## config.mk

```make
export PLATFORM = sky130hd
export DESIGN_NAME = avsc_top
export DESIGN_NICKNAME = d
export VERILOG_FILES = /design/src/avsc_pkg.sv /design/src/avsc_axil.sv /design/src/avsc_top.sv
export VERILOG_INCLUDE_DIRS = /design/src /design/src/src
export SDC_FILE = /design/constraint.sdc
export NUM_CORES = 1
export LEC_CHECK = 0
export CORE_ASPECT_RATIO = 0.7
export CORE_MARGIN = 2
export CORE_UTILIZATION = 70
export CTS_BUF_LIST = sky130_fd_sc_hd__clkbuf_4
export CTS_CLUSTER_DIAMETER = 80
export DETAILED_ROUTE_END_ITERATION = 7
export DONT_BUFFER_PORTS = 1
export PLACE_DENSITY = 0.91
export SLEW_MARGIN = 10
export SYNTH_ARGS = -nofsm -noshare
export SYNTH_HDL_FRONTEND = slang
export SYNTH_SLANG_ARGS = --single-unit
```

## constraint.sdc

```tcl
create_clock -name aclk -period 3.4 [get_ports aclk]
set_clock_uncertainty 0.1 [all_clocks]
set_input_delay 0.17 -clock aclk [delete_from_list [all_inputs] [get_ports aclk]]
set_output_delay 0.17 -clock aclk [all_outputs]
set_load 0.03 [all_outputs]
```

## src/avsc_consts.svh

```systemverilog
// Offsets, field positions, reset values and counts of the converter control block
`ifndef AVSC_CONSTS_SVH
`define AVSC_CONSTS_SVH

// ****************************************
// Register byte offsets
// ****************************************
`define AVSC_OFF_STATUS 8'h00
`define AVSC_OFF_MASK 8'h04
`define AVSC_OFF_MODE 8'h08
`define AVSC_OFF_CONFIG 8'h0C
`define AVSC_OFF_RATE 8'h10
`define AVSC_OFF_HVCFG 8'h14
`define AVSC_OFF_CUR 8'h18
`define AVSC_OFF_VOLT 8'h1C
`define AVSC_OFF_TEMP 8'h20

// ****************************************
// Field positions
// ****************************************
`define AVSC_STA_CUR_RDY 0
`define AVSC_STA_VOLT_RDY 1
`define AVSC_STA_TEMP_RDY 2
`define AVSC_STA_OVR 3
`define AVSC_STA_THR 4
`define AVSC_STA_CUR_ERR 12
`define AVSC_STA_VOLT_ERR 13
`define AVSC_STA_TEMP_ERR 14
`define AVSC_STA_CAL 15
`define AVSC_CFG_CUR_EN 0
`define AVSC_CFG_VT_EN 1
`define AVSC_CFG_SEL_LO 3
`define AVSC_CFG_GND_CONN 7
`define AVSC_MDE_GND_RES 6
`define AVSC_HV_ATTN_EN 7

// ****************************************
// Reset values and limits
// ****************************************
`define AVSC_RST_CONFIG 8'h03
`define AVSC_RST_MODE 8'h00
`define AVSC_RST_MASK 8'h00
`define AVSC_RST_HVCFG 8'h00
`define AVSC_RST_RATE 16'h0000
`define AVSC_POS_FULL 16'h7FFF
`define AVSC_NEG_FULL 16'h8000
`define AVSC_SETTLE_CONV 2'h3

`endif

```

## src/avsc_pkg.sv

```systemverilog
// Types shared by the converter control block
package avsc_pkg;

  // One conversion delivered by a modulator and its filter
  typedef struct packed {
    logic valid;
    logic [15:0] data;
    logic over;
    logic under;
  } avsc_conv_t;

  // Register access request from the bus slave
  typedef struct packed {
    logic wr;
    logic rd;
    logic [7:0] waddr;
    logic [7:0] raddr;
    logic [31:0] wdata;
    logic [3:0] wstrb;
  } avsc_req_t;

  // Input source of the voltage/temperature converter
  typedef enum logic [1:0] {
    AVSC_SRC_EXT_VOLT,
    AVSC_SRC_EXT_TEMP,
    AVSC_SRC_CHIP_TEMP
  } avsc_src_t;

endpackage

```

## src/avsc_axil.sv

```systemverilog
// AXI4-Lite slave front end for the converter control registers
`timescale 1ns/1ns
module avsc_axil (
  input wire logic aclk,
  input wire logic aresetn,
  input wire logic ce,
  input wire logic [7:0] awaddr,
  input wire logic awvalid,
  output logic awready,
  input wire logic [31:0] wdata,
  input wire logic [3:0] wstrb,
  input wire logic wvalid,
  output logic wready,
  output logic [1:0] bresp,
  output logic bvalid,
  input wire logic bready,
  input wire logic [7:0] araddr,
  input wire logic arvalid,
  output logic arready,
  output logic [31:0] rdata,
  output logic [1:0] rresp,
  output logic rvalid,
  input wire logic rready,
  output avsc_pkg::avsc_req_t req,
  input wire logic [31:0] rd_data,
  input wire logic rd_err,
  input wire logic wr_err
);
  logic aw_held_r;
  logic w_held_r;
  logic [7:0] awaddr_r;
  logic [31:0] wdata_r;
  logic [3:0] wstrb_r;
  logic wr_go;
  logic rd_go;

  assign wr_go = aw_held_r && w_held_r && !bvalid;
  assign rd_go = arvalid && arready;

  // ****************************************
  // Write channel: address and data taken in either order
  // ****************************************
  always_ff @(posedge aclk) begin
    if (!aresetn) begin
      aw_held_r <= 1'b0;
      w_held_r <= 1'b0;
      awaddr_r <= 8'h00;
      wdata_r <= 32'h00000000;
      wstrb_r <= 4'h0;
      awready <= 1'b0;
      wready <= 1'b0;
      bvalid <= 1'b0;
      bresp <= 2'h0;
    end else if (ce) begin
      awready <= !aw_held_r && !awready && awvalid;
      wready <= !w_held_r && !wready && wvalid;
      if (awvalid && awready) begin
        aw_held_r <= 1'b1;
        awaddr_r <= awaddr;
      end
      if (wvalid && wready) begin
        w_held_r <= 1'b1;
        wdata_r <= wdata;
        wstrb_r <= wstrb;
      end
      if (wr_go) begin
        aw_held_r <= 1'b0;
        w_held_r <= 1'b0;
        bvalid <= 1'b1;
        bresp <= wr_err ? 2'h2 : 2'h0;
      end else if (bvalid && bready) begin
        bvalid <= 1'b0;
      end
    end
  end

  // ****************************************
  // Read channel: data sampled in the cycle the address is taken
  // ****************************************
  always_ff @(posedge aclk) begin
    if (!aresetn) begin
      arready <= 1'b0;
      rvalid <= 1'b0;
      rdata <= 32'h00000000;
      rresp <= 2'h0;
    end else if (ce) begin
      arready <= !arready && !rvalid && arvalid;
      if (rd_go) begin
        rvalid <= 1'b1;
        rdata <= rd_data;
        rresp <= rd_err ? 2'h2 : 2'h0;
      end else if (rvalid && rready) begin
        rvalid <= 1'b0;
      end
    end
  end

  always_comb begin
    req.wr = wr_go && ce;
    req.rd = rd_go && ce;
    req.waddr = awaddr_r;
    req.raddr = araddr;
    req.wdata = wdata_r;
    req.wstrb = wstrb_r;
  end
endmodule // avsc_axil

```

## src/avsc_top.sv

```systemverilog
// Voltage/temperature channel control, result registers and converter interrupt
`timescale 1ns/1ns
`include "avsc_consts.svh"
module avsc_top (
  input wire logic aclk,
  input wire logic aresetn,
  input wire logic ce,
  input wire logic [7:0] s_axi_awaddr,
  input wire logic s_axi_awvalid,
  output logic s_axi_awready,
  input wire logic [31:0] s_axi_wdata,
  input wire logic [3:0] s_axi_wstrb,
  input wire logic s_axi_wvalid,
  output logic s_axi_wready,
  output logic [1:0] s_axi_bresp,
  output logic s_axi_bvalid,
  input wire logic s_axi_bready,
  input wire logic [7:0] s_axi_araddr,
  input wire logic s_axi_arvalid,
  output logic s_axi_arready,
  output logic [31:0] s_axi_rdata,
  output logic [1:0] s_axi_rresp,
  output logic s_axi_rvalid,
  input wire logic s_axi_rready,
  input wire avsc_pkg::avsc_conv_t cur_conv,
  input wire avsc_pkg::avsc_conv_t vt_conv,
  input wire logic cal_done,
  input wire logic ovr_event,
  input wire logic thr_event,
  input wire logic core_pd,
  output logic [1:0] vt_source_r,
  output logic [15:0] filter_rate_r,
  output logic attn_en_r,
  output logic cur_en_r,
  output logic vt_en_r,
  output logic gsw_direct_r,
  output logic gsw_resistor_r,
  output logic irq_r
);
  avsc_pkg::avsc_req_t req;
  logic [31:0] rd_data;
  logic rd_err;
  logic wr_err;
  logic [7:0] config_r;
  logic [7:0] mode_r;
  logic [7:0] mask_r;
  logic [7:0] hvcfg_r;
  logic [15:0] status_r;
  logic [15:0] cur_res_r;
  logic [15:0] volt_res_r;
  logic [15:0] temp_res_r;
  logic [1:0] settle_r;
  logic pd_meta_r;
  logic pd_sync_r;
  logic [7:0] lo_set;
  logic [7:0] lo_clr;
  logic rdy_clear;
  logic vt_ok;
  logic vt_to_volt;
  logic cur_load;
  logic volt_load;
  logic temp_load;
  logic [15:0] cur_val;
  logic [15:0] vt_val;
  logic [7:0] cfg_nxt;

  // ****************************************
  // Helpers
  // ****************************************
  function automatic logic hit(input logic [7:0] addr, input logic [7:0] off);
    hit = (addr[7:2] == off[7:2]);
  endfunction

  function automatic logic mapped(input logic [7:0] addr);
    mapped = hit(addr, `AVSC_OFF_STATUS) || hit(addr, `AVSC_OFF_MASK) ||
             hit(addr, `AVSC_OFF_MODE) || hit(addr, `AVSC_OFF_CONFIG) ||
             hit(addr, `AVSC_OFF_RATE) || hit(addr, `AVSC_OFF_HVCFG) ||
             hit(addr, `AVSC_OFF_CUR) || hit(addr, `AVSC_OFF_VOLT) ||
             hit(addr, `AVSC_OFF_TEMP);
  endfunction

  // Clamp out-of-range conversions to full scale
  function automatic logic [15:0] clamp(input avsc_pkg::avsc_conv_t c);
    if (c.over) begin
      clamp = `AVSC_POS_FULL;
    end else if (c.under) begin
      clamp = `AVSC_NEG_FULL;
    end else begin
      clamp = c.data;
    end
  endfunction

  function automatic logic wr_to(input avsc_pkg::avsc_req_t r, input logic [7:0] off);
    wr_to = r.wr && hit(r.waddr, off) && r.wstrb[0];
  endfunction

  // ****************************************
  // Bus slave
  // ****************************************
  avsc_axil u_axil (
    .aclk(aclk),
    .aresetn(aresetn),
    .ce(ce),
    .awaddr(s_axi_awaddr),
    .awvalid(s_axi_awvalid),
    .awready(s_axi_awready),
    .wdata(s_axi_wdata),
    .wstrb(s_axi_wstrb),
    .wvalid(s_axi_wvalid),
    .wready(s_axi_wready),
    .bresp(s_axi_bresp),
    .bvalid(s_axi_bvalid),
    .bready(s_axi_bready),
    .araddr(s_axi_araddr),
    .arvalid(s_axi_arvalid),
    .arready(s_axi_arready),
    .rdata(s_axi_rdata),
    .rresp(s_axi_rresp),
    .rvalid(s_axi_rvalid),
    .rready(s_axi_rready),
    .req(req),
    .rd_data(rd_data),
    .rd_err(rd_err),
    .wr_err(wr_err)
  );

  assign rd_err = !mapped(req.raddr);
  assign wr_err = !mapped(req.waddr);

  always_comb begin
    rd_data = 32'h00000000;
    if (hit(req.raddr, `AVSC_OFF_STATUS)) begin
      rd_data[15:0] = status_r;
    end else if (hit(req.raddr, `AVSC_OFF_MASK)) begin
      rd_data[7:0] = mask_r;
    end else if (hit(req.raddr, `AVSC_OFF_MODE)) begin
      rd_data[7:0] = mode_r;
    end else if (hit(req.raddr, `AVSC_OFF_CONFIG)) begin
      rd_data[7:0] = config_r;
    end else if (hit(req.raddr, `AVSC_OFF_RATE)) begin
      rd_data[15:0] = filter_rate_r;
    end else if (hit(req.raddr, `AVSC_OFF_HVCFG)) begin
      rd_data[7:0] = hvcfg_r;
    end else if (hit(req.raddr, `AVSC_OFF_CUR)) begin
      rd_data[15:0] = cur_res_r;
    end else if (hit(req.raddr, `AVSC_OFF_VOLT)) begin
      rd_data[15:0] = volt_res_r;
    end else if (hit(req.raddr, `AVSC_OFF_TEMP)) begin
      rd_data[15:0] = temp_res_r;
    end
  end

  // ****************************************
  // Power-down level from the core domain
  // ****************************************
  always_ff @(posedge aclk) begin
    if (!aresetn) begin
      pd_meta_r <= 1'b0;
      pd_sync_r <= 1'b0;
    end else if (ce) begin
      pd_meta_r <= core_pd;
      pd_sync_r <= pd_meta_r;
    end
  end

  // ****************************************
  // Control registers
  // ****************************************
  assign cfg_nxt = wr_to(req, `AVSC_OFF_CONFIG) ? req.wdata[7:0] : config_r;

  always_ff @(posedge aclk) begin
    if (!aresetn) begin
      config_r <= `AVSC_RST_CONFIG;
      mode_r <= `AVSC_RST_MODE;
      mask_r <= `AVSC_RST_MASK;
      hvcfg_r <= `AVSC_RST_HVCFG;
      filter_rate_r <= `AVSC_RST_RATE;
    end else if (ce) begin
      config_r <= cfg_nxt;
      if (wr_to(req, `AVSC_OFF_MODE)) begin
        mode_r <= req.wdata[7:0];
      end
      if (wr_to(req, `AVSC_OFF_MASK)) begin
        mask_r <= req.wdata[7:0];
      end
      if (wr_to(req, `AVSC_OFF_HVCFG)) begin
        hvcfg_r <= req.wdata[7:0];
      end
      // Rate word steers the decimation filter
      if (req.wr && hit(req.waddr, `AVSC_OFF_RATE)) begin
        if (req.wstrb[0]) begin
          filter_rate_r[7:0] <= req.wdata[7:0];
        end
        if (req.wstrb[1]) begin
          filter_rate_r[15:8] <= req.wdata[15:8];
        end
      end
    end
  end

  // ****************************************
  // Analog controls
  // ****************************************
  always_ff @(posedge aclk) begin
    if (!aresetn) begin
      vt_source_r <= 2'h0;
      attn_en_r <= 1'b0;
      cur_en_r <= 1'b0;
      vt_en_r <= 1'b0;
      gsw_direct_r <= 1'b0;
      gsw_resistor_r <= 1'b0;
    end else if (ce) begin
      // Reserved code falls back to the external voltage input
      if (config_r[`AVSC_CFG_SEL_LO +: 2] == 2'h3) begin
        vt_source_r <= 2'(avsc_pkg::AVSC_SRC_EXT_VOLT);
      end else begin
        vt_source_r <= config_r[`AVSC_CFG_SEL_LO +: 2];
      end
      attn_en_r <= hvcfg_r[`AVSC_HV_ATTN_EN];
      cur_en_r <= config_r[`AVSC_CFG_CUR_EN];
      vt_en_r <= config_r[`AVSC_CFG_VT_EN];
      // Both low means the pin floats
      gsw_direct_r <= config_r[`AVSC_CFG_GND_CONN] && !mode_r[`AVSC_MDE_GND_RES];
      gsw_resistor_r <= config_r[`AVSC_CFG_GND_CONN] && mode_r[`AVSC_MDE_GND_RES];
    end
  end

  // ****************************************
  // Settling after a source switch
  // ****************************************
  // Filter still holds samples of the old input for two conversions
  assign vt_ok = vt_conv.valid && vt_en_r && (settle_r >= `AVSC_SETTLE_CONV - 2'h1);

  always_ff @(posedge aclk) begin
    if (!aresetn) begin
      settle_r <= 2'h0;
    end else if (ce) begin
      if (cfg_nxt[`AVSC_CFG_SEL_LO +: 2] != config_r[`AVSC_CFG_SEL_LO +: 2]) begin
        settle_r <= 2'h0;
      end else if (vt_conv.valid && vt_en_r && settle_r != `AVSC_SETTLE_CONV) begin
        settle_r <= settle_r + 2'h1;
      end
    end
  end

  // ****************************************
  // Result registers
  // ****************************************
  assign vt_to_volt = (vt_source_r == 2'(avsc_pkg::AVSC_SRC_EXT_VOLT));
  assign cur_val = clamp(cur_conv);
  assign vt_val = clamp(vt_conv);
  // Held result is kept until its ready flag is cleared unless powered down
  assign cur_load = cur_conv.valid && cur_en_r &&
                    (!status_r[`AVSC_STA_CUR_RDY] || pd_sync_r);
  assign volt_load = vt_ok && vt_to_volt &&
                     (!status_r[`AVSC_STA_VOLT_RDY] || pd_sync_r);
  assign temp_load = vt_ok && !vt_to_volt &&
                     (!status_r[`AVSC_STA_TEMP_RDY] || pd_sync_r);

  always_ff @(posedge aclk) begin
    if (!aresetn) begin
      cur_res_r <= 16'h0000;
      volt_res_r <= 16'h0000;
      temp_res_r <= 16'h0000;
    end else if (ce) begin
      if (cur_load) begin
        cur_res_r <= cur_val;
      end
      if (volt_load) begin
        volt_res_r <= vt_val;
      end
      if (temp_load) begin
        temp_res_r <= vt_val;
      end
    end
  end

  // ****************************************
  // Status lower byte: sticky interrupt sources
  // ****************************************
  // Current read always clears; voltage or temperature read only with current off
  assign rdy_clear = req.rd && (hit(req.raddr, `AVSC_OFF_CUR) ||
                     (!cur_en_r && (hit(req.raddr, `AVSC_OFF_VOLT) ||
                                    hit(req.raddr, `AVSC_OFF_TEMP))));

  always_comb begin
    lo_set = 8'h00;
    lo_set[`AVSC_STA_CUR_RDY] = cur_load;
    lo_set[`AVSC_STA_VOLT_RDY] = volt_load;
    lo_set[`AVSC_STA_TEMP_RDY] = temp_load;
    lo_set[`AVSC_STA_OVR] = ovr_event;
    lo_set[`AVSC_STA_THR] = thr_event;
    lo_clr = 8'h00;
    if (wr_to(req, `AVSC_OFF_STATUS)) begin
      lo_clr = req.wdata[7:0];
    end
    if (rdy_clear) begin
      lo_clr[`AVSC_STA_CUR_RDY] = 1'b1;
      lo_clr[`AVSC_STA_VOLT_RDY] = 1'b1;
      lo_clr[`AVSC_STA_TEMP_RDY] = 1'b1;
    end
  end

  genvar gi;
  generate
    for (gi = 0; gi < 8; gi = gi + 1) begin : g_lo
      // An event in the clearing cycle is kept
      always_ff @(posedge aclk) begin
        if (!aresetn) begin
          status_r[gi] <= 1'b0;
        end else if (ce) begin
          if (lo_set[gi]) begin
            status_r[gi] <= 1'b1;
          end else if (lo_clr[gi]) begin
            status_r[gi] <= 1'b0;
          end
        end
      end
    end
  endgenerate

  // ****************************************
  // Status upper byte: flags only
  // ****************************************
  always_ff @(posedge aclk) begin
    if (!aresetn) begin
      status_r[15:8] <= 8'h00;
    end else if (ce) begin
      if (cur_load) begin
        status_r[`AVSC_STA_CUR_ERR] <= cur_conv.over || cur_conv.under;
      end
      if (volt_load) begin
        status_r[`AVSC_STA_VOLT_ERR] <= vt_conv.over || vt_conv.under;
      end
      if (temp_load) begin
        status_r[`AVSC_STA_TEMP_ERR] <= vt_conv.over || vt_conv.under;
      end
      if (cal_done) begin
        status_r[`AVSC_STA_CAL] <= 1'b1;
      end else if (wr_to(req, `AVSC_OFF_MODE)) begin
        status_r[`AVSC_STA_CAL] <= 1'b0;
      end
    end
  end

  // ****************************************
  // Interrupt request
  // ****************************************
  // Upper byte deliberately left out of the OR
  always_ff @(posedge aclk) begin
    if (!aresetn) begin
      irq_r <= 1'b0;
    end else if (ce) begin
      irq_r <= |(status_r[7:0] & mask_r);
    end
  end
endmodule // avsc_top

```

==> impl_metrics.toml, run 1 <==
[outcome]
result_of_the_run = "finished with violations"
violations_in_the_final_reports = "negative hold slack"

[setup_path]
largest_driver_fanout_on_the_critical_path = 30
cp_data_required_time_ps = 3790
crit_path_max_incr_delay_ps = 950
worstSetupEndpointType = "flip-flop"
critPathArrivalTime_ps = 3340
cp_slowest_cell = "sky130_fd_sc_hd__dlymetal6s4s_1"
cp_cell_sequence = "dlymetal6s4s_1 > nand4b_2 > nor4_2 > buf_4 > mux2i_1 > nand2_1 > dlygate4sd3_1"
cp.buffers_inverters = 3
critPathTopFamily = "buffers and inverters"
timing.critical_path.from_type = "input port"
critPathKind = "input port to flip-flop"

[cells_and_area]
fillers = 635
design.final.nets = 993
seqCellArea_mm2 = 0.00332
layout-drive-gt1-share = 0.0777
multi_input_logic_area_mm2 = 0.00409
syn_to_final_growth_pct = 14.1

[synthesis]
synth_adder_area_share = 0.00321
synthTopCellsByArea = "sky130_fd_sc_hd__dfxtp_1, sky130_fd_sc_hd__mux2i_1, sky130_fd_sc_hd__o211a_1, sky130_fd_sc_hd__nor2b_1, sky130_fd_sc_hd__nand2_1"
synthMuxAreaShare = 0.121
area_share_of_the_largest_cell_type_after_synthesis = 0.427
synth_compound_gate_area_share = 0.210
dominantRegCellSynth = "sky130_fd_sc_hd__dfxtp_1"
seq_area_frac_synth = 0.427
synthesis.yosys.warnings = 0
synth.cell_area_mm2 = 0.00779
number_of_flip_flops_and_latches_in_the_synthesized_netlist = 166
syn_avg_cell_area_um2 = 9.22
synthesis.instances = 845
asyncSetResetFlopFracSynth = 0
yosys.area_share.simple = 0.178
yosys.area_share.xor_xnor = 0.00225
synth.distinct_cells = 64
synth_top_family_by_area = "compound AO/OA/AOI/OAI gates"
synth_edf_count = 0
synthDominantAreaCellType = "sky130_fd_sc_hd__dfxtp_1"

[timing]
max_clock_freq_mhz = 339
setup_violation_total_in_the_final_timing_report = 0
rsz_0062_raised_after_global_routing = "false"
finalSetupTns_ps = 0
final.period_utilization = 0.868
slew_viol_final = 0
hold_viol = 2
finalWorstSetupSlack_ps = 448
fin_crit_ps = 2950
tightest_slew_ps = 1190
hold-worst-slack_ps = -7.33
worst_slew_margin_rel = 0.209

[pwr]
power.density_cell_area_mw_per_mm2 = 408
static-leakage-power_uw = 0.00385
irDropWorstVdd_v = 0.000281

[clock_network]
cts-root-to-sink-buffers = 2
cts_made_buffers = 17
post-cts-setup-buffer-count = 0
cts.reportedPaths.clkPinSlew_ps = 140
cts_tree = "done"
clk_latency_ps = 580
clockRootBuffer = "sky130_fd_sc_hd__clkbuf_4"
cts_htree_levels = 4
clock_sink_count = 166

[global_routing]
grt-ovfl-total = 0
grt_pass1_vias = 6594
initial_antenna_violation_count = 0
global_route_wire_length_before_repair_um = 34200
track_usage = 0.369
maximum_number_of_pins_on_one_net_before_global_route_repair = 167

[place]
dp.final_hpwl_um = 13200
io_buffer_count = 0
pre_cts_slack_ps = 1210
place_congestion = 0.895

[detailed_routing]
detail_route.drc_violations = 0
drt-total-wl_um = 21800
via_per_inst = 6.43
route.detailed.wl_per_inst_um = 20.7
antenna_violating_nets_post_route = 0
route.vias.total = 6784
firstDrtPassIters = 5
first_iter_violations = 758

[die]
number_of_rows_in_the_core_area = 32
die_area_mm2 = 0.0120
design.core.area_mm2 = 0.0109
start_util = 0.713
floorplan.io_pins = 167
die_w_um = 130
die_h_um = 92.3

[hold_path]
holdCritPathClass = "input port to flip-flop"

[run]
max_cap_viol_count = 0
==> logic make-up (layout without fill, tap and decap cells) <==
family                     after synthesis  after routing
muxes                                   90             90
adders and majority gates                2              2
xor gates and xnor gates                 2              2
AOI/OAI and AO/OA                      227            227
other                                    1             19
and+or+nand+nor                        262            262
buffers and inverters                   95            134
DFF                                    166            166
==> metrics by stage <==
step / total power (µW) / instance area, µm² / cells / utilization
floorplan: 2260 / 7850 / 862 / -
global placement: 2220 / 7720 / 941 / 0.706
detailed placement: 2230 / 7720 / 941 / 0.706
CTS: 3590 / 8880 / 1054 / 0.812
global route: 3730 / 8880 / 1054 / 0.813
finish: 3630 / 8880 / 1055 / 0.813
==> Yosys cell counts, types with 3 or more instances <==
master / n
sky130_fd_sc_hd__a21boi_0: 22
sky130_fd_sc_hd__a21o_1: 3
sky130_fd_sc_hd__a21oi_1: 75
sky130_fd_sc_hd__a221oi_1: 5
sky130_fd_sc_hd__a22oi_1: 6
sky130_fd_sc_hd__a31oi_1: 5
sky130_fd_sc_hd__a32o_1: 3
sky130_fd_sc_hd__buf_1: 4
sky130_fd_sc_hd__buf_2: 14
sky130_fd_sc_hd__buf_4: 18
sky130_fd_sc_hd__clkbuf_1: 45
sky130_fd_sc_hd__dfxtp_1: 166
sky130_fd_sc_hd__inv_1: 12
sky130_fd_sc_hd__mux2_2: 3
sky130_fd_sc_hd__mux2i_1: 84
sky130_fd_sc_hd__mux4_2: 3
sky130_fd_sc_hd__nand2_1: 106
sky130_fd_sc_hd__nand2b_1: 9
sky130_fd_sc_hd__nand3_1: 7
sky130_fd_sc_hd__nor2_1: 25
sky130_fd_sc_hd__nor2b_1: 73
sky130_fd_sc_hd__nor3_1: 8
sky130_fd_sc_hd__nor3b_1: 4
sky130_fd_sc_hd__nor4bb_1: 3
sky130_fd_sc_hd__o211a_1: 48
sky130_fd_sc_hd__o21a_1: 5
sky130_fd_sc_hd__o21ai_0: 26
sky130_fd_sc_hd__o221a_2: 4
sky130_fd_sc_hd__o22a_1: 4
sky130_fd_sc_hd__o22ai_1: 4
sky130_fd_sc_hd__o31a_1: 3
sky130_fd_sc_hd__or3_1: 3
==> power by group <==
part / switching (µW) / internal, µW
combinational: 176 / 142
sequential: 44.0 / 1970
clock: 684 / 607
total: 904 / 2720
==> routing by layer <==
layer,GRT usage,share of wire
met5,0,0
met1,0.475,0.39
met4,0.138,0.028
met2,0.585,0.46
met3,0.110,0.11
==> flip-flops by register name, indices dropped and copies added, names as in the netlist, 2 cells and up <==
register,count
config_r,8
cur_res_r,16
filter_rate_r,16
hvcfg_r,8
mask_r,8
mode_r,8
settle_r,2
status_r,9
temp_res_r,16
u_axil.awaddr_r,6
u_axil.rdata,16
u_axil.wdata_r,16
u_axil.wstrb_r,2
volt_res_r,16
vt_source_r,2
==> cells in the final DEF (no fill, tap or decap), types with 4 or more instances in the layout <==
master,count
sky130_fd_sc_hd__o22ai_1,4
sky130_fd_sc_hd__o21a_1,5
sky130_fd_sc_hd__buf_4,9
sky130_fd_sc_hd__o221a_2,4
sky130_fd_sc_hd__nand3_1,7
sky130_fd_sc_hd__dlygate4sd3_1,79
sky130_fd_sc_hd__o22a_1,4
sky130_fd_sc_hd__clkbuf_4,21
sky130_fd_sc_hd__nor2b_1,73
sky130_fd_sc_hd__conb_1,18
sky130_fd_sc_hd__a22oi_1,6
sky130_fd_sc_hd__nor2_1,25
sky130_fd_sc_hd__o21ai_0,26
sky130_fd_sc_hd__dfxtp_1,166
sky130_fd_sc_hd__a21boi_0,22
sky130_fd_sc_hd__nand2_1,106
sky130_fd_sc_hd__nor3b_1,4
sky130_fd_sc_hd__a21oi_1,74
sky130_fd_sc_hd__nand2b_1,9
sky130_fd_sc_hd__nor3_1,8
sky130_fd_sc_hd__bufinv_16,4
sky130_fd_sc_hd__mux2i_1,84
sky130_fd_sc_hd__a31oi_1,5
sky130_fd_sc_hd__a221oi_1,5
sky130_fd_sc_hd__o211a_1,48
sky130_fd_sc_hd__inv_1,12
==> timing repair <==
item / in CTS / in global routing
hold endpoints to repair: 166 / 0
hold buffers: 82 / 0
resized for setup: 0 / 1
endpoints found under the setup margin: 0 / 1
==> tightest hold or removal path, delay by kind of cell <==
family	cells	cell delay, ps
AOI/OAI and AO/OA	2	300
and+or+nand+nor	2	180
==> final timing paths <==
check / start / slack [ps] / to / cells after the start
hold / removal: ce / -7 / cur_res_r[3]$_SDFFE_PN0P_ / 4
setup reg to reg: u_axil.bvalid$_SDFFE_PN0P_ / 540 / config_r[1]$_SDFFE_PN1P_ / 6
setup / recovery: ce / 450 / config_r[1]$_SDFFE_PN1P_ / 7
hold reg to reg: u_axil.wdata_r[15]$_SDFFE_PN0P_ / 380 / u_axil.wdata_r[15]$_SDFFE_PN0P_ / 2
==> area by class of cell <==
class / count / share of cell area
flip-flops and latches: 166 / 0.374
diodes: 1 / 0.000282
multi-input cells: 601 / 0.460
repair buffers: 91 / 0.103
clock inverters: 10 / 0.0175
well taps: 153 / 0.0215
clock buffers: 21 / 0.0177
inverters: 12 / 0.00507
(Power assumes the default switching activity.)
==> inputs of run 2 (changes only) <==
ABC_AREA = 1   (was default)
==> impl_metrics.toml, run 2 <==
[outcome]
result_of_the_run = "finished with violations"
violations_in_the_final_reports = "design-rule violations"

[detailed_routing]
via_per_inst = 6.38
detail_route.drc_violations = 37
first_iter_violations = 1287
drt-total-wl_um = 23200
route.vias.total = 7512
firstDrtPassIters = 8
route.detailed.wl_per_inst_um = 19.7
antenna_violating_nets_post_route = 0

[global_routing]
initial_antenna_violation_count = 1
global_route_wire_length_before_repair_um = 36400
maximum_number_of_pins_on_one_net_before_global_route_repair = 137
grt-ovfl-total = 0
grt_pass1_vias = 6794
track_usage = 0.405

[cells_and_area]
layout_commonest_cell = "sky130_fd_sc_hd__dfxtp_1"
commonest_non_fill_non_tap_cells_in_the_layout = "sky130_fd_sc_hd__dfxtp_1, sky130_fd_sc_hd__a21oi_1, sky130_fd_sc_hd__nand2_1"
layout-drive-gt1-share = 0.0900
insertedDiodeCount = 0
fillers = 605
syn_to_final_growth_pct = 17.5
design.final.nets = 1136

[synthesis]
synthTopCellsByArea = "sky130_fd_sc_hd__dfxtp_1, sky130_fd_sc_hd__a21oi_1, sky130_fd_sc_hd__o21ai_0, sky130_fd_sc_hd__nand2_1, sky130_fd_sc_hd__inv_1"
number_of_flip_flops_and_latches_in_the_synthesized_netlist = 166
synth_edf_count = 0
dominantRegCellSynth = "sky130_fd_sc_hd__dfxtp_1"
synthesis.instances = 952
area_share_of_the_largest_cell_type_after_synthesis = 0.451
yosys.cell_count.top_type = "sky130_fd_sc_hd__dfxtp_1"
synth_common_cells = "sky130_fd_sc_hd__dfxtp_1, sky130_fd_sc_hd__a21oi_1, sky130_fd_sc_hd__nand2_1"
asyncSetResetFlopFracSynth = 0
syn_avg_cell_area_um2 = 7.74
synthesis.yosys.warnings = 0
synthDominantAreaCellType = "sky130_fd_sc_hd__dfxtp_1"
synth.distinct_cells = 46
synth.cell_area_mm2 = 0.00737
seq_area_frac_synth = 0.451

[die]
die_h_um = 89.8
floorplan.io_pins = 167
number_of_rows_in_the_core_area = 31
design.core.area_mm2 = 0.0103
start_util = 0.717
die_area_mm2 = 0.0114
die_w_um = 127

[setup_path]
cp_data_required_time_ps = 3830
largest_driver_fanout_on_the_critical_path = 32
timing.reg2reg.worst_path_depth = 7
worstReg2RegStart = "vt_en_r$_SDFFE_PN0P_"
worstSetupEndpointType = "flip-flop"
reg2reg_slack_ps = 680
critPathArrivalTime_ps = 3340
timing.critical_path.from_type = "input port"
regToRegEndpoint = "volt_res_r[0]$_SDFFE_PN0P_"
critPathKind = "input port to flip-flop"

[run]
max_cap_viol_count = 0

[place]
io_buffer_count = 0
pre_cts_slack_ps = 1280
place_congestion = 0.927
dp.final_hpwl_um = 13100

[clock_network]
clk_latency_ps = 580
clock_sink_count = 166
clockRootBuffer = "sky130_fd_sc_hd__clkbuf_4"
cts_tree = "done"
cts-root-to-sink-buffers = 2
cts_htree_levels = 4
cts.reportedPaths.clkPinSlew_ps = 150
post-cts-setup-buffer-count = 0
cts_made_buffers = 17

[pwr]
irDropWorstVdd_v = 0.000466
static-leakage-power_uw = 0.00328
power.density_cell_area_mw_per_mm2 = 415

[timing]
final.period_utilization = 0.854
tightest_slew_ps = 1100
max_clock_freq_mhz = 344
hold_viol = 0
slew_viol_final = 0
setup_violation_total_in_the_final_timing_report = 0
fin_crit_ps = 2900
rsz_0062_raised_after_global_routing = "false"
finalWorstSetupSlack_ps = 496
worst_slew_margin_rel = 0.266
finalSetupTns_ps = 0

[hold_path]
worst_hold_startpoint = "s_axi_araddr[3]"
holdCritPathClass = "input port to flip-flop"
worstHoldPathCells = 6
hold_path_end = "u_axil.rdata[7]$_SDFFE_PN0P_"
-- run 2: cell count changes in the layout (fill, tap and decap cells not counted), moves of 31 or more --
| cell | before | now |
|---|---|---|
| sky130_fd_sc_hd__dlygate4sd3_1 | 79 | 114 |
| sky130_fd_sc_hd__o21ai_0 | 26 | 101 |
| sky130_fd_sc_hd__mux2i_1 | 84 | 0 |
| sky130_fd_sc_hd__inv_1 | 12 | 77 |
| sky130_fd_sc_hd__o211a_1 | 48 | 1 |
| sky130_fd_sc_hd__a31oi_1 | 5 | 36 |
| sky130_fd_sc_hd__nor2b_1 | 73 | 0 |
| sky130_fd_sc_hd__o21ai_1 | 0 | 43 |
| sky130_fd_sc_hd__a21oi_1 | 74 | 164 |
-- run 2: worst max path at each step --
stage | start | end | cells after the start
2_1_floorplan | u_axil.bvalid$_SDFFE_PN0P_ | mask_r[3]$_SDFFE_PN0P_ | 9
3_3_place_gp | u_axil.arready$_SDFFE_PN0P_ | u_axil.rresp[1]$_SDFFE_PN0P_ | 4
4_1_cts | ce | volt_res_r[0]$_SDFFE_PN0P_ | 8
6_report | ce | volt_res_r[0]$_SDFFE_PN0P_ | 8
3_5_place_dp | u_axil.arready$_SDFFE_PN0P_ | u_axil.rresp[1]$_SDFFE_PN0P_ | 4
5_1_grt | ce | volt_res_r[0]$_SDFFE_PN0P_ | 8
-- run 2: logic make-up (layout without fill, tap and decap cells) --
group           count (synthesis)  count (layout)  synth area share
buf+inv                       166             242             0.105
compound gates                373             373             0.272
other cells                     1              18          0.000509
flops                         166             166             0.451
simple gates                  244             244             0.168
fa+ha+maj                       2               2           0.00340
-- run 2: critical path, stage by stage --
cell,delay (ps)
sky130_fd_sc_hd__dlymetal6s4s_1,810
sky130_fd_sc_hd__inv_2,390
sky130_fd_sc_hd__nor3_2,330
sky130_fd_sc_hd__nand3_1,220
sky130_fd_sc_hd__inv_2,480
sky130_fd_sc_hd__o21ai_0,180
sky130_fd_sc_hd__a31oi_1,170
sky130_fd_sc_hd__dlygate4sd3_1,560
-- run 2: repair_timing --
item                       in CTS  in global routing
setup endpoints to repair       0                  1
resized for setup               0                  1
hold buffers                  116                  0
hold endpoints to repair      160                  0
-- run 2: per-layer routing --
layer  track usage  wire length [µm]  vias up
met5             0                 0        -
met4         0.149               888        0
met3         0.161              3500      113
met2         0.584              9910      588
met1         0.548              8920     3419
li1              -                 -     3392
-- run 2: area by class of cell --
class | count | area (µm²) | area share
Inverter | 90 | 339 | 0.0392
Timing Repair Buffer | 120 | 1210 | 0.140
Tap cell | 132 | 165 | 0.0191
Multi-Input combinational cell | 637 | 3330 | 0.385
Clock inverter | 14 | 153 | 0.0176
Clock buffer | 18 | 135 | 0.0156
Sequential cell | 166 | 3320 | 0.384
-- run 2: per-stage QoR --
stage	cells	power, µW	cell area, µm²	utilization	hold slack (ps)
after floorplan	969	2270	7430	-	205
after global placement	1029	2270	7190	0.699	169
after detailed placement	1029	2270	7190	0.699	176
after CTS	1177	3530	8650	0.842	24.8
after global routing	1177	3690	8660	0.842	91.4
final	1177	3590	8660	0.842	58.5
-- run 2: report_power, final --
part | leakage [µW] | total (µW) | switching (µW) | internal, µW
clock | 0.000150 | 1200 | 748 | 451
sequential | 0.00134 | 2040 | 56.1 | 1980
combinational | 0.00178 | 350 | 208 | 142
